### config.mk
export PLATFORM = sky130hd
export DESIGN_NAME = csf_regs
export DESIGN_NICKNAME = d
export VERILOG_FILES = /design/src/hdl/csf_pkg.sv /design/src/hdl/csf_regs.sv /design/src/hdl/csf_pin_sync.sv
export VERILOG_INCLUDE_DIRS = /design/src /design/src/hdl
export SDC_FILE = /design/constraint.sdc
export NUM_CORES = 1
export LEC_CHECK = 0
export BUFFER_PORTS_ARGS = -buffer_cell sky130_fd_sc_hd__buf_2
export CAP_MARGIN = 15
export CORE_ASPECT_RATIO = 2
export CORE_MARGIN = 3
export CORE_UTILIZATION = 55
export DETAILED_ROUTE_END_ITERATION = 6
export HOLD_SLACK_MARGIN = 0.08
export MAX_ROUTING_LAYER = met4
export PLACE_DENSITY = 0.82
export SYNTH_ARGS = -nofsm -noshare
export SYNTH_HDL_FRONTEND = slang
export SYNTH_SLANG_ARGS = --single-unit
export TNS_END_PERCENT = 30
### constraint.sdc
create_clock -name clk -period 4 [get_ports clk]
set_input_delay 1 -clock clk [delete_from_list [all_inputs] [get_ports clk]]
set_output_delay 1 -clock clk [all_outputs]
set_load 0.02 [all_outputs]
### src/hdl/csf_cfg.svh
// Summary of operation
// - register 4 bits 7:6 pick manual, automatic non-revertive or revertive selection
// - register 4 bits 4:0 hold the holdover history generation delay
// - register 5 bits 7:6 set CMOS drive strength, used only by CMOS outputs
// - three-bit format codes: disable, CMOS, low-swing LVDS, LVPECL, CML, LVDS
// - register 5 holds output two format in 5:3, output one in 2:0
// - register 6 holds output four in 5:3, output three in 2:0, 7:6 read-only
// - reset loads register 4 with 0x12, register 5 with 0xed, register 6 with 0x2c
// - manual mode: register select unless pin control is on, then pins decide
`ifndef CSF_CFG_SVH
`define CSF_CFG_SVH

`define CSF_ADDR_INPUT_SELECT_CONFIG   8'h04
`define CSF_ADDR_OUTPUT_FORMAT_LOW     8'h05
`define CSF_ADDR_OUTPUT_FORMAT_HIGH    8'h06

`define CSF_RST_INPUT_SELECT_CONFIG    8'h12
`define CSF_RST_OUTPUT_FORMAT_LOW      8'hed
`define CSF_RST_OUTPUT_FORMAT_HIGH     8'h2c

`define CSF_MASK_INPUT_SELECT_CONFIG   8'hdf
`define CSF_MASK_OUTPUT_FORMAT_LOW     8'hff
`define CSF_MASK_OUTPUT_FORMAT_HIGH    8'h3f

`define CSF_SEL_METHOD_MSB             7
`define CSF_SEL_METHOD_LSB             6
`define CSF_HIST_DELAY_MSB             4
`define CSF_HIST_DELAY_LSB             0
`define CSF_DRIVE_MSB                  7
`define CSF_DRIVE_LSB                  6
`define CSF_FMT_HI_MSB                 5
`define CSF_FMT_HI_LSB                 3
`define CSF_FMT_LO_MSB                 2
`define CSF_FMT_LO_LSB                 0

`endif

### src/hdl/csf_pkg.sv
package csf_pkg;

    typedef enum logic [1:0] {
        CSF_SEL_MANUAL,
        CSF_SEL_AUTO_NONREVERT,
        CSF_SEL_AUTO_REVERT,
        CSF_SEL_RESERVED
    } csf_sel_method_e;

    typedef enum logic [2:0] {
        CSF_FMT_RSVD0,
        CSF_FMT_DISABLE,
        CSF_FMT_CMOS,
        CSF_FMT_LVDS_LOW_SWING,
        CSF_FMT_RSVD4,
        CSF_FMT_LVPECL,
        CSF_FMT_CML,
        CSF_FMT_LVDS
    } csf_fmt_e;

    typedef struct packed {
        logic [1:0] selection_method;
        logic [4:0] history_delay;
        logic [1:0] cmos_drive_strength;
        logic [2:0] out1_format;
        logic [2:0] out2_format;
        logic [2:0] out3_format;
        logic [2:0] out4_format;
    } csf_cfg_s;

    typedef struct packed {
        logic       wr;
        logic       rd;
        logic [7:0] addr;
        logic [7:0] wdata;
    } csf_req_s;

endpackage

### src/hdl/csf_regs.sv
`timescale 1ns/10ps
`default_nettype none
`include "csf_cfg.svh"
module csf_regs
    import csf_pkg::*;
(
    input  wire logic       clk,                   // serial port clock
    input  wire logic       rst,                   // power-on reset
    input  wire csf_req_s   req,                   // decoded register access
    output logic      [7:0] rdata,                 // read data, valid one cycle after rd
    output logic            rvalid,                // read data strobe
    output csf_cfg_s        cfg,                   // configuration fields
    output logic      [3:0] out_cmos_active,       // output n in CMOS format
    output logic      [3:0] out_enabled,           // output n not disabled
    output logic            manual_select_valid,   // active_input_select applies
    output logic      [1:0] active_input_select,   // chosen input in manual mode
    input  wire logic       pin_select_enable,     // pins control manual selection
    input  wire logic [1:0] register_input_select, // register clock-select field
    input  wire logic [1:0] select_pins            // external select pins, asynchronous
);
    logic [7:0] isc_r, isc_nxt;
    logic [7:0] ofl_r, ofl_nxt;
    logic [7:0] ofh_r, ofh_nxt;
    logic [7:0] rdata_r, rdata_nxt;
    logic       rvalid_r, rvalid_nxt;
    csf_cfg_s   cfg_r, cfg_nxt;
    logic [3:0] cmos_r, cmos_nxt;
    logic [3:0] en_r, en_nxt;
    logic       msv_r, msv_nxt;
    logic [1:0] ais_r, ais_nxt;
    logic [1:0] pins_sync;

    function automatic logic is_cmos(input logic [2:0] f);
        is_cmos = (f == CSF_FMT_CMOS);
    endfunction

    function automatic logic is_enabled(input logic [2:0] f);
        // reserved codes are treated as not driving
        is_enabled = (f != CSF_FMT_DISABLE) && (f != CSF_FMT_RSVD0) && (f != CSF_FMT_RSVD4);
    endfunction

    csf_pin_sync u_pin_sync (
        .clk     (clk),
        .rst     (rst),
        .pin_in  (select_pins),
        .pin_out (pins_sync)
    );

    // register writes; masked bits are reserved and never stored
    always_comb begin
        isc_nxt = isc_r;
        ofl_nxt = ofl_r;
        ofh_nxt = ofh_r;
        if (req.wr) begin
            if (req.addr == `CSF_ADDR_INPUT_SELECT_CONFIG) begin
                isc_nxt = req.wdata & `CSF_MASK_INPUT_SELECT_CONFIG;
            end else if (req.addr == `CSF_ADDR_OUTPUT_FORMAT_LOW) begin
                ofl_nxt = req.wdata & `CSF_MASK_OUTPUT_FORMAT_LOW;
            end else if (req.addr == `CSF_ADDR_OUTPUT_FORMAT_HIGH) begin
                ofh_nxt = req.wdata & `CSF_MASK_OUTPUT_FORMAT_HIGH;
            end
        end
    end

    // reads show the stored value; unmapped addresses answer zero
    always_comb begin
        rdata_nxt  = rdata_r;
        rvalid_nxt = req.rd;
        if (req.rd) begin
            if (req.addr == `CSF_ADDR_INPUT_SELECT_CONFIG) begin
                rdata_nxt = isc_r & `CSF_MASK_INPUT_SELECT_CONFIG;
            end else if (req.addr == `CSF_ADDR_OUTPUT_FORMAT_LOW) begin
                rdata_nxt = ofl_r;
            end else if (req.addr == `CSF_ADDR_OUTPUT_FORMAT_HIGH) begin
                rdata_nxt = ofh_r & `CSF_MASK_OUTPUT_FORMAT_HIGH;
            end else begin
                rdata_nxt = 8'h00;
            end
        end
    end

    // field views follow the stored registers one cycle later
    always_comb begin
        cfg_nxt.selection_method    = isc_r[`CSF_SEL_METHOD_MSB:`CSF_SEL_METHOD_LSB];
        cfg_nxt.history_delay       = isc_r[`CSF_HIST_DELAY_MSB:`CSF_HIST_DELAY_LSB];
        cfg_nxt.cmos_drive_strength = ofl_r[`CSF_DRIVE_MSB:`CSF_DRIVE_LSB];
        cfg_nxt.out2_format         = ofl_r[`CSF_FMT_HI_MSB:`CSF_FMT_HI_LSB];
        cfg_nxt.out1_format         = ofl_r[`CSF_FMT_LO_MSB:`CSF_FMT_LO_LSB];
        cfg_nxt.out4_format         = ofh_r[`CSF_FMT_HI_MSB:`CSF_FMT_HI_LSB];
        cfg_nxt.out3_format         = ofh_r[`CSF_FMT_LO_MSB:`CSF_FMT_LO_LSB];
        // drive strength only matters where the buffer is in CMOS format
        cmos_nxt = {is_cmos(ofh_r[5:3]), is_cmos(ofh_r[2:0]), is_cmos(ofl_r[5:3]), is_cmos(ofl_r[2:0])};
        en_nxt   = {is_enabled(ofh_r[5:3]), is_enabled(ofh_r[2:0]),
                    is_enabled(ofl_r[5:3]), is_enabled(ofl_r[2:0])};
        // no power-budget enforcement here: legal output mixes are software's job
    end

    // manual selection: pins override the register field when pin control is on
    always_comb begin
        msv_nxt = (isc_r[`CSF_SEL_METHOD_MSB:`CSF_SEL_METHOD_LSB] == CSF_SEL_MANUAL);
        ais_nxt = ais_r;
        if (msv_nxt) begin
            if (pin_select_enable) begin
                ais_nxt = pins_sync;
            end else begin
                ais_nxt = register_input_select;
            end
        end
    end

    always_ff @(posedge clk) begin
        if (rst) begin
            isc_r    <= `CSF_RST_INPUT_SELECT_CONFIG;
            ofl_r    <= `CSF_RST_OUTPUT_FORMAT_LOW;
            ofh_r    <= `CSF_RST_OUTPUT_FORMAT_HIGH;
            rdata_r  <= 8'h00;
            rvalid_r <= 1'b0;
            cfg_r    <= '0;
            cmos_r   <= 4'h0;
            en_r     <= 4'h0;
            msv_r    <= 1'b0;
            ais_r    <= 2'h0;
        end else begin
            isc_r    <= isc_nxt;
            ofl_r    <= ofl_nxt;
            ofh_r    <= ofh_nxt;
            rdata_r  <= rdata_nxt;
            rvalid_r <= rvalid_nxt;
            cfg_r    <= cfg_nxt;
            cmos_r   <= cmos_nxt;
            en_r     <= en_nxt;
            msv_r    <= msv_nxt;
            ais_r    <= ais_nxt;
        end
    end

    assign rdata               = rdata_r;
    assign rvalid              = rvalid_r;
    assign cfg                 = cfg_r;
    assign out_cmos_active     = cmos_r;
    assign out_enabled         = en_r;
    assign manual_select_valid = msv_r;
    assign active_input_select = ais_r;
endmodule
`default_nettype wire

### src/hdl/csf_pin_sync.sv
`timescale 1ns/10ps
`default_nettype none
module csf_pin_sync (
    input  wire logic       clk,    // port clock
    input  wire logic       rst,    // sync reset
    input  wire logic [1:0] pin_in, // asynchronous pins
    output logic      [1:0] pin_out // filtered level
);
    logic [1:0] s1_r, s2_r, s3_r, q_r;
    logic [1:0] q_nxt;

    // only accept a new level once the second and third stages agree
    always_comb begin
        q_nxt = q_r;
        if (s2_r == s3_r) begin
            q_nxt = s3_r;
        end
    end

    always_ff @(posedge clk) begin
        if (rst) begin
            s1_r <= 2'h0;
            s2_r <= 2'h0;
            s3_r <= 2'h0;
            q_r  <= 2'h0;
        end else begin
            s1_r <= pin_in;
            s2_r <= s1_r;
            s3_r <= s2_r;
            q_r  <= q_nxt;
        end
    end

    assign pin_out = q_r;
endmodule
`default_nettype wire

==> impl_metrics.prom, run 1 <==
# TYPE chip_impl_metric gauge
chip_impl_metric{name="grt_start_max_net_pins",unit=""} 46
chip_impl_metric{name="globalRouteOverflowTotal",unit=""} 0
chip_impl_metric{name="met3_length",unit="um"} 245
chip_impl_metric{name="cpPeakStageDelay",unit="ns"} 0.57
chip_impl_metric{name="clock.fmax",unit="GHz"} 0.4422
chip_impl_metric{name="coreArea",unit="um^2"} 4382
chip_impl_metric{name="power_density_over_the_cells",unit="nW/um^2"} 450.5
chip_impl_metric{name="ir_worst_vdd",unit="V"} 0.0004068
chip_impl_metric{name="drt_first_pass_iters",unit=""} 4
chip_impl_metric{name="grt_antenna_before_repair",unit=""} 0
chip_impl_info{name="worstSetupPathType",value="input port to flop"} 1
chip_impl_info{name="yosys.area.top_type",value="sky130_fd_sc_hd__dfxtp_1"} 1
chip_impl_metric{name="critical_path.max_fanout",unit=""} 7
chip_impl_metric{name="met2_length",unit="um"} 2980
chip_impl_metric{name="number_of_buffer_cells_added_on_primary_ports",unit=""} 65
chip_impl_info{name="top_layer",value="met4"} 1
chip_impl_metric{name="arrival",unit="ns"} 2.50
chip_impl_metric{name="cp_data_required_time",unit="ns"} 4.24
chip_impl_metric{name="synth-edff-count",unit=""} 0
chip_impl_info{name="crit_family",value="simple AND/OR/NAND/NOR gates"} 1
chip_impl_metric{name="wl_per_cell",unit="um"} 14.57
chip_impl_info{name="count_leader_synth",value="sky130_fd_sc_hd__dfxtp_1"} 1
chip_impl_metric{name="holdWs",unit="ns"} 0.4358
chip_impl_metric{name="post_route_ant_nets",unit=""} 0
chip_impl_metric{name="number_of_nets_in_the_finished_design",unit=""} 327
chip_impl_metric{name="clk_pin_slew_worst_paths",unit="ns"} 0.08
chip_impl_metric{name="post_cts_hold_buffer_count",unit=""} 0
chip_impl_metric{name="synth_area",unit="um^2"} 2512
chip_impl_metric{name="synth-seq-area-share",unit=""} 0.5578
chip_impl_metric{name="globalplace.congestion",unit=""} 0.7690
chip_impl_metric{name="finalHoldViolCount",unit=""} 0
chip_impl_info{name="cts_root_buffer",value="sky130_fd_sc_hd__clkbuf_8"} 1
chip_impl_metric{name="place_hpwl",unit="um"} 3870
chip_impl_info{name="dominantRegCellSynth",value="sky130_fd_sc_hd__dfxtp_1"} 1
chip_impl_info{name="crit_chain",value="buf_2 > nor4b_4 > and4_1 > mux2_4"} 1
chip_impl_info{name="yosys-top-cells-count",value="70 x sky130_fd_sc_hd__dfxtp_1, 29 x sky130_fd_sc_hd__nor2b_1, 24 x sky130_fd_sc_hd__mux2i_1, 24 x sky130_fd_sc_hd__nor2_1, 13 x sky130_fd_sc_hd__nand2b_1"} 1
chip_impl_metric{name="finalSetupTns",unit="ns"} 0
chip_impl_metric{name="met1Wirelength",unit="um"} 1885
chip_impl_metric{name="route.detailed.vias_per_inst",unit=""} 5.114
chip_impl_metric{name="setup_viol",unit=""} 0
chip_impl_metric{name="relSlewSlack",unit=""} 0.5039
chip_impl_info{name="holdCritPathClass",value="flop to flop"} 1
chip_impl_metric{name="initial_utilization",unit=""} 0.5734
chip_impl_info{name="tritoncts",value="yes"} 1
chip_impl_info{name="critical_path.endpoint_type",value="flop"} 1
chip_impl_metric{name="final_layout_size_suffix_gt1_frac",unit=""} 0.3029
chip_impl_metric{name="syn2layout_area_growth",unit="%"} 22.21
chip_impl_metric{name="cts_max_path_buffers",unit=""} 2
chip_impl_metric{name="std_cell_rows",unit=""} 34
chip_impl_metric{name="place_inst",unit=""} 345
chip_impl_metric{name="post-route-drc-count",unit=""} 0
chip_impl_metric{name="tritoncts.num_buffers",unit=""} 9
chip_impl_metric{name="gr-usage-all-layers",unit=""} 0.2164
chip_impl_metric{name="instances_no_fill",unit=""} 361
chip_impl_metric{name="period_utilization",unit=""} 0.5654
chip_impl_metric{name="die_outline_area",unit="um^2"} 5464
chip_impl_metric{name="route.vias.total",unit=""} 1846
chip_impl_metric{name="synthesis.area_per_instance",unit="um^2"} 10.65
chip_impl_metric{name="grt_pass1_wl",unit="um"} 7969
chip_impl_metric{name="post-route-min-period",unit="ns"} 2.261
chip_impl_metric{name="dr.first_iter.drc_count",unit=""} 23
chip_impl_metric{name="power.static_leakage",unit="nW"} 1.514
chip_impl_metric{name="io_pins",unit=""} 66
chip_impl_metric{name="maxSlewViolCount",unit=""} 0
chip_impl_metric{name="clock_skew",unit="ns"} 0.007080
chip_impl_metric{name="syn-instance-count",unit=""} 236
chip_impl_metric{name="timing_worst_slew_pin_value",unit="ns"} 0.7442
chip_impl_metric{name="final_core_utilization",unit=""} 0.7007
chip_impl_info{name="critical_path.startpoint_type",value="input port"} 1
chip_impl_metric{name="antenna_fix_cells",unit=""} 0
chip_impl_metric{name="first_global_vias",unit=""} 1769
chip_impl_metric{name="cp.buffers_inverters",unit=""} 1
chip_impl_metric{name="cts_resized",unit=""} 0
chip_impl_metric{name="postRouteWirelength",unit="um"} 5258
chip_impl_metric{name="synth_nets",unit=""} 261
chip_impl_metric{name="yosysTopAreaCellShare",unit=""} 0.5578
chip_impl_info{name="post_synth_main_area_contributors",value="sky130_fd_sc_hd__dfxtp_1 56%, sky130_fd_sc_hd__mux2i_1 9.6%, sky130_fd_sc_hd__nor2b_1 7.2%, sky130_fd_sc_hd__nor2_1 3.6%, sky130_fd_sc_hd__nand2b_1 3.2%"} 1
chip_impl_metric{name="die_y",unit="um"} 101.6
chip_impl_metric{name="fp.dieW",unit="um"} 53.79
chip_impl_info{name="rsz0062_at_grt",value="false"} 1
chip_impl_metric{name="postSynthRegisterBits",unit=""} 70
chip_impl_metric{name="clock_insertion_delay_worst_skew",unit="ns"} 0.34
chip_impl_metric{name="fin_total_pwr",unit="mW"} 1.383
chip_impl_metric{name="max_cap_viol_count",unit=""} 0
chip_impl_info{name="outcome",value="complete, no violations"} 1
chip_impl_metric{name="async_flop_share",unit=""} 0
chip_impl_metric{name="ys.warnings.count",unit=""} 0
chip_impl_metric{name="cts.sink_count",unit=""} 70
chip_impl_metric{name="nFillCells",unit=""} 361
chip_impl_metric{name="post_cts.repair.setup_buffers",unit=""} 0
chip_impl_info{name="crit_path_top_delay_cell",value="sky130_fd_sc_hd__and4_1"} 1
chip_impl_metric{name="ys_types",unit=""} 29
chip_impl_metric{name="count_of_h_tree_levels_built_during_cts",unit=""} 3
[routing by layer]
metal,vias up,global-route usage
met5,-,-
met4,0,0.1299
met3,8,0.05302
met2,52,0.3757
met1,859,0.2019
li1,927,-
[path summary, 6_finish.rpt]
path,startpoint,to,slack (ns),depth (start not counted)
worst min register to register,u_pin_sync.s1_r[0]$_SDFF_PP0_,u_pin_sync.s2_r[0]$_SDFF_PP0_,0.44,1
worst max register to register,u_pin_sync.s2_r[0]$_SDFF_PP0_,u_pin_sync.pin_out[1]$_SDFFE_PP0N_,2.98,3
worst min-delay path,u_pin_sync.s1_r[0]$_SDFF_PP0_,u_pin_sync.s2_r[0]$_SDFF_PP0_,0.44,1
worst max-delay path,req[11],isc_r[6]$_SDFFE_PP0P_,1.74,4
[registers in the layout, summed over array words and instances (netlist names)]
name                 cells
out_cmos_active          4
ofh_r                    6
out_enabled              4
isc_r                    7
rdata                    8
u_pin_sync.s1_r          2
rvalid                   1
u_pin_sync.pin_out       2
u_pin_sync.s2_r          2
u_pin_sync.s3_r          2
manual_select_valid      1
ofl_r                    8
active_input_select      2
cfg                     21
[power breakdown]
| group | leakage [nW] | switching (mW) | internal (mW) |
|---|---|---|---|
| combinational | 0.840 | 0.0511 | 0.0369 |
| sequential | 0.572 | 0.00463 | 0.709 |
| clock | 0.103 | 0.273 | 0.309 |
[metrics by stage]
step,cell area [um^2],setup WS [ns]
5_1_grt,3070,1.711
4_1_cts,3070,1.748
3_3_place_gp,2864,1.396
6_report,3070,1.739
3_5_place_dp,2864,1.371
2_1_floorplan,2512,1.794
[area by class of cell]
type                            count  area (um^2)  area share
Tap cell                           54        67.56     0.02200
Inverter                           11        41.29     0.01345
Clock inverter                      6        68.82     0.02241
Sequential cell                    70         1401      0.4564
Timing Repair Buffer               67        340.3      0.1108
Multi-Input combinational cell    143         1013      0.3301
Clock buffer                       10        137.6     0.04482
[placed cells by master (no fill, tap or decap), types with 2 or more instances in the layout]
master / count
sky130_fd_sc_hd__buf_2: 65
sky130_fd_sc_hd__nand2_1: 8
sky130_fd_sc_hd__o32ai_1: 5
sky130_fd_sc_hd__clkbuf_8: 10
sky130_fd_sc_hd__nor3_1: 5
sky130_fd_sc_hd__mux2_4: 4
sky130_fd_sc_hd__mux2_2: 2
sky130_fd_sc_hd__a21oi_1: 4
sky130_fd_sc_hd__nor2_1: 24
sky130_fd_sc_hd__o21ai_0: 2
sky130_fd_sc_hd__nor2b_1: 29
sky130_fd_sc_hd__xor2_1: 2
sky130_fd_sc_hd__mux2i_1: 24
sky130_fd_sc_hd__nand4_1: 2
sky130_fd_sc_hd__o22ai_1: 2
sky130_fd_sc_hd__a211oi_1: 2
sky130_fd_sc_hd__dfxtp_1: 70
sky130_fd_sc_hd__buf_4: 2
sky130_fd_sc_hd__nand2b_1: 13
sky130_fd_sc_hd__inv_6: 2
sky130_fd_sc_hd__nand4_2: 2
sky130_fd_sc_hd__inv_1: 11
sky130_fd_sc_hd__a2bb2oi_1: 5
sky130_fd_sc_hd__xnor2_1: 2
[worst reg2reg max path: cells and delay by family, from the launching register on]
kind,cells,cell delay (ns)
flip-flops,1,0.43
AO/OA/AOI/OAI,2,0.34
XOR/XNOR,1,0.10
[cell families (layout without fill, tap and decap cells)]
kind of cell	count (synthesis)	after routing	share of synthesized area
mux	30	30	0.1285
flops	70	70	0.5578
simple gates	87	87	0.1952
xor+xnor	4	4	0.01395
compound gates	22	22	0.06573
buf+inv	23	94	0.03884
(Power assumes the default switching activity.)
==> inputs of run 2 (changes only) <==
--- a/config.mk
+++ b/config.mk
@@ -6,15 +6,16 @@
 export SDC_FILE = /design/constraint.sdc
 export NUM_CORES = 1
 export LEC_CHECK = 0
+export ABC_AREA = 1
 export BUFFER_PORTS_ARGS = -buffer_cell sky130_fd_sc_hd__buf_2
 export CAP_MARGIN = 15
 export CORE_ASPECT_RATIO = 2
 export CORE_MARGIN = 3
-export CORE_UTILIZATION = 55
+export CORE_UTILIZATION = 46
 export DETAILED_ROUTE_END_ITERATION = 6
 export HOLD_SLACK_MARGIN = 0.08
 export MAX_ROUTING_LAYER = met4
-export PLACE_DENSITY = 0.82
+export PLACE_DENSITY = 0.73
 export SYNTH_ARGS = -nofsm -noshare
 export SYNTH_HDL_FRONTEND = slang
 export SYNTH_SLANG_ARGS = --single-unit
==> constraint.sdc (replaced) <==
create_clock -name clk -period 1.97 [get_ports clk]
set_input_delay 0.4925 -clock clk [delete_from_list [all_inputs] [get_ports clk]]
set_output_delay 0.4925 -clock clk [all_outputs]
set_load 0.02 [all_outputs]
==> run 2 against run 1 <==
Critical path type is now flop to output port. Synthesized cell count increased by 25%. Sequential power increased by 100%. Die area increased by 19%.
==> impl_metrics.prom, run 2 <==
# TYPE chip_impl_metric gauge
chip_impl_metric{name="io_pins",unit=""} 66
chip_impl_metric{name="antenna_fix_cells",unit=""} 0
chip_impl_metric{name="syn-instance-count",unit=""} 294
chip_impl_metric{name="synth_area",unit="um^2"} 2544
chip_impl_metric{name="clk_pin_slew_worst_paths",unit="ns"} 0.07
chip_impl_metric{name="place_hpwl",unit="um"} 4185
chip_impl_metric{name="post_cts_hold_buffer_count",unit=""} 0
chip_impl_info{name="count_leader_synth",value="sky130_fd_sc_hd__dfxtp_1"} 1
chip_impl_metric{name="final_layout_size_suffix_gt1_frac",unit=""} 0.2916
chip_impl_info{name="crit_path_top_delay_cell",value="sky130_fd_sc_hd__dfxtp_1"} 1
chip_impl_metric{name="clock_skew",unit="ns"} 0.004670
chip_impl_metric{name="postSynthRegisterBits",unit=""} 70
chip_impl_metric{name="synth-seq-area-share",unit=""} 0.5509
chip_impl_info{name="final_common_cell",value="sky130_fd_sc_hd__dfxtp_1"} 1
chip_impl_metric{name="instances_no_fill",unit=""} 425
chip_impl_metric{name="wl_per_cell",unit="um"} 12.67
chip_impl_metric{name="globalplace.congestion",unit=""} 0.8698
chip_impl_info{name="mostFrequentLayoutCells",value="70 x sky130_fd_sc_hd__dfxtp_1, 65 x sky130_fd_sc_hd__buf_2, 42 x sky130_fd_sc_hd__inv_1, 40 x sky130_fd_sc_hd__nand2_1, 39 x sky130_fd_sc_hd__nor2_1"} 1
chip_impl_metric{name="clock.fmax",unit="GHz"} 0.7362
chip_impl_info{name="critical_path.endpoint_type",value="output port"} 1
chip_impl_metric{name="route.vias.total",unit=""} 2067
chip_impl_metric{name="ir_worst_vdd",unit="V"} 0.0007779
chip_impl_metric{name="cp_data_required_time",unit="ns"} 1.48
chip_impl_metric{name="finalHoldViolCount",unit=""} 0
chip_impl_metric{name="maxSlewViolCount",unit=""} 0
chip_impl_metric{name="period_utilization",unit=""} 0.6895
chip_impl_metric{name="gr-usage-all-layers",unit=""} 0.1852
chip_impl_metric{name="synth_compound_gate_area_share",unit=""} 0.1328
chip_impl_metric{name="finalSetupTns",unit="ns"} 0
chip_impl_metric{name="number_of_buffer_cells_added_on_primary_ports",unit=""} 65
chip_impl_metric{name="globalRouteOverflowTotal",unit=""} 0
chip_impl_metric{name="seq_area",unit="um^2"} 1401
chip_impl_metric{name="max_cap_viol_count",unit=""} 0
chip_impl_metric{name="synthesis.area_per_instance",unit="um^2"} 8.652
chip_impl_info{name="crit_chain",value="buf_2"} 1
chip_impl_metric{name="initial_utilization",unit=""} 0.4862
chip_impl_metric{name="yosys-mux-area-fraction",unit=""} 0
chip_impl_metric{name="grt_start_max_net_pins",unit=""} 28
chip_impl_info{name="yosys.area.top_type",value="sky130_fd_sc_hd__dfxtp_1"} 1
chip_impl_metric{name="cpPeakStageDelay",unit="ns"} 0.35
chip_impl_metric{name="dr.first_iter.drc_count",unit=""} 76
chip_impl_metric{name="power.static_leakage",unit="nW"} 1.524
chip_impl_metric{name="die_outline_area",unit="um^2"} 6512
chip_impl_metric{name="setup_viol",unit=""} 0
chip_impl_metric{name="postRouteWirelength",unit="um"} 5383
chip_impl_metric{name="synth_xor_area_frac",unit=""} 0.003443
chip_impl_metric{name="clock_insertion_delay_worst_skew",unit="ns"} 0.34
chip_impl_metric{name="nFillCells",unit=""} 499
chip_impl_metric{name="route.detailed.vias_per_inst",unit=""} 4.864
chip_impl_info{name="critical_path.startpoint_type",value="flop"} 1
chip_impl_metric{name="place_inst",unit=""} 409
chip_impl_metric{name="timing_worst_slew_pin_value",unit="ns"} 0.4160
chip_impl_metric{name="drt_first_pass_iters",unit=""} 5
chip_impl_metric{name="largest_register_ff_count",unit=""} 21
chip_impl_info{name="reg2reg_from",value="u_pin_sync.s3_r[1]$_SDFF_PP0_"} 1
chip_impl_metric{name="syn2layout_area_growth",unit="%"} 21.84
chip_impl_info{name="holdCritPathClass",value="input port to flop"} 1
chip_impl_metric{name="coreArea",unit="um^2"} 5231
chip_impl_metric{name="synth-edff-count",unit=""} 0
chip_impl_metric{name="grt_pass1_wl",unit="um"} 8652
chip_impl_metric{name="relSlewSlack",unit=""} 0.7224
chip_impl_info{name="timing.critical_path.from",value="rdata[2]$_SDFFE_PP0P_"} 1
chip_impl_metric{name="number_of_nets_in_the_finished_design",unit=""} 387
chip_impl_metric{name="tritoncts.num_buffers",unit=""} 9
chip_impl_metric{name="die_y",unit="um"} 111.2
chip_impl_metric{name="synth_simple_gate_area_frac",unit=""} 0.2120
chip_impl_metric{name="grt_antenna_before_repair",unit=""} 0
chip_impl_info{name="hp-start",value="select_pins[1]"} 1
chip_impl_metric{name="critical_path.max_fanout",unit=""} 2
chip_impl_metric{name="cp.buffers_inverters",unit=""} 1
chip_impl_metric{name="cts.sink_count",unit=""} 70
chip_impl_metric{name="cts_max_path_buffers",unit=""} 2
chip_impl_info{name="worstSetupPathType",value="flop to output port"} 1
chip_impl_info{name="crit_family",value="flip-flops"} 1
chip_impl_metric{name="std_cell_rows",unit=""} 37
chip_impl_metric{name="arrival",unit="ns"} 0.87
chip_impl_info{name="tritoncts",value="yes"} 1
chip_impl_info{name="rsz0062_at_grt",value="false"} 1
chip_impl_metric{name="power_density_over_the_cells",unit="nW/um^2"} 928.2
chip_impl_metric{name="yosysTopAreaCellShare",unit=""} 0.5509
chip_impl_metric{name="post-route-drc-count",unit=""} 0
chip_impl_metric{name="post_route_ant_nets",unit=""} 0
chip_impl_metric{name="count_of_h_tree_levels_built_during_cts",unit=""} 3
chip_impl_metric{name="synth_fa_ha_area_frac",unit=""} 0
chip_impl_info{name="post_synth_main_area_contributors",value="sky130_fd_sc_hd__dfxtp_1 55%, sky130_fd_sc_hd__inv_1 6.2%, sky130_fd_sc_hd__nand2_1 5.9%, sky130_fd_sc_hd__nor2_1 5.8%, sky130_fd_sc_hd__a21oi_1 3.7%"} 1
chip_impl_metric{name="cts_resized",unit=""} 0
chip_impl_metric{name="post_cts.repair.setup_buffers",unit=""} 0
chip_impl_info{name="synth_top_family_by_area",value="simple AND/OR/NAND/NOR gates"} 1
chip_impl_info{name="outcome",value="complete, no violations"} 1
chip_impl_info{name="cts_root_buffer",value="sky130_fd_sc_hd__clkbuf_8"} 1
chip_impl_info{name="dominantRegCellSynth",value="sky130_fd_sc_hd__dfxtp_1"} 1
chip_impl_metric{name="ys.warnings.count",unit=""} 0
chip_impl_metric{name="async_flop_share",unit=""} 0
chip_impl_metric{name="total_area_of_multi_input_combinational_cells",unit="um^2"} 885.9
chip_impl_info{name="yosys-top-cells-count",value="70 x sky130_fd_sc_hd__dfxtp_1, 42 x sky130_fd_sc_hd__inv_1, 40 x sky130_fd_sc_hd__nand2_1"} 1
chip_impl_metric{name="fp.dieW",unit="um"} 58.58
chip_impl_metric{name="post-route-min-period",unit="ns"} 1.358
chip_impl_metric{name="synth_nets",unit=""} 319
chip_impl_metric{name="ys_types",unit=""} 30
chip_impl_metric{name="first_global_vias",unit=""} 1906
-- run 2: cell count changes after synthesis, sizes merged, moves of 6 or more --
cell	previous run	this run
mux2	6	0
nand2	8	44
nand3	1	18
nor2b	29	0
o21ai	2	15
mux2i	24	0
a21oi	4	22
inv	11	47
nand2b	13	0
o211ai	0	11
nor2	24	45
-- run 2: cell type report --
| cell class | instances | area share |
|---|---|---|
| clock inverters | 4 | 0.02261 |
| clock buffers | 12 | 0.04683 |
| repair buffers | 67 | 0.1098 |
| multi-input cells | 167 | 0.2858 |
| well taps | 58 | 0.02342 |
| flip-flops and latches | 70 | 0.4522 |
| inverters | 47 | 0.05935 |
-- run 2: cell families (layout without fill, tap and decap cells) --
kind of cell | Yosys count | after routing
AO/OA/AOI/OAI | 53 | 53
flip-flops | 70 | 70
XOR/XNOR | 1 | 1
buffers and inverters | 57 | 130
AND/OR/NAND/NOR | 113 | 113
-- run 2: worst reg2reg max path, cell delays in order (launching register included) --
cell	delay [ns]
sky130_fd_sc_hd__dfxtp_1	0.32
sky130_fd_sc_hd__or2_2	0.30
sky130_fd_sc_hd__a21oi_1	0.24
sky130_fd_sc_hd__o21ai_0	0.11
sky130_fd_sc_hd__a21oi_1	0.13
-- run 2: routing by layer --
| metal | GRT usage | routed length (um) | vias up | part of all wire |
|---|---|---|---|---|
| met5 | - | 0 | - | 0 |
| met4 | 0.08623 | 119 | 0 | 0.022 |
| met3 | 0.06061 | 288 | 10 | 0.054 |
| met2 | 0.3181 | 3038 | 54 | 0.56 |
| met1 | 0.1811 | 1937 | 941 | 0.36 |
| li1 | - | - | 1062 | - |
-- run 2: worst paths after layout --
path	endpoint	slack, ns	cells past startpoint
worst min register to register	u_pin_sync.s2_r[1]$_SDFF_PP0_	0.40	2
worst max-delay path	rdata[2]	0.61	1
worst max register to register	u_pin_sync.pin_out[0]$_SDFFE_PP0N_	0.80	4
worst min-delay path	u_pin_sync.s1_r[1]$_SDFF_PP0_	0.35	3
-- run 2: stage by stage --
step / cell area [um^2] / total power, mW / hold WS, ns / utilization / worst slack (ns)
after global placement: 2884 / 1.667 / 0.3897 / 0.5513 / 0.4681
final: 3099 / 2.877 / 0.3506 / 0.5924 / 0.6117
after CTS: 3099 / 2.908 / 0.3401 / 0.5924 / 0.5894
after floorplan: 2544 / 1.596 / 0.3883 / - / 0.6309
after detailed placement: 2884 / 1.671 / 0.3964 / 0.5513 / 0.4508
after global routing: 3099 / 3.000 / 0.3552 / 0.5924 / 0.5717
-- run 2: report_power, final --
group          internal [mW]  switching (mW)  total, mW  leakage [nW]
Combinational         0.0606           0.119      0.180         0.842
Sequential              1.45          0.0100       1.46         0.572
Clock                  0.744           0.497       1.24         0.110
Total                   2.25           0.626       2.88          1.52
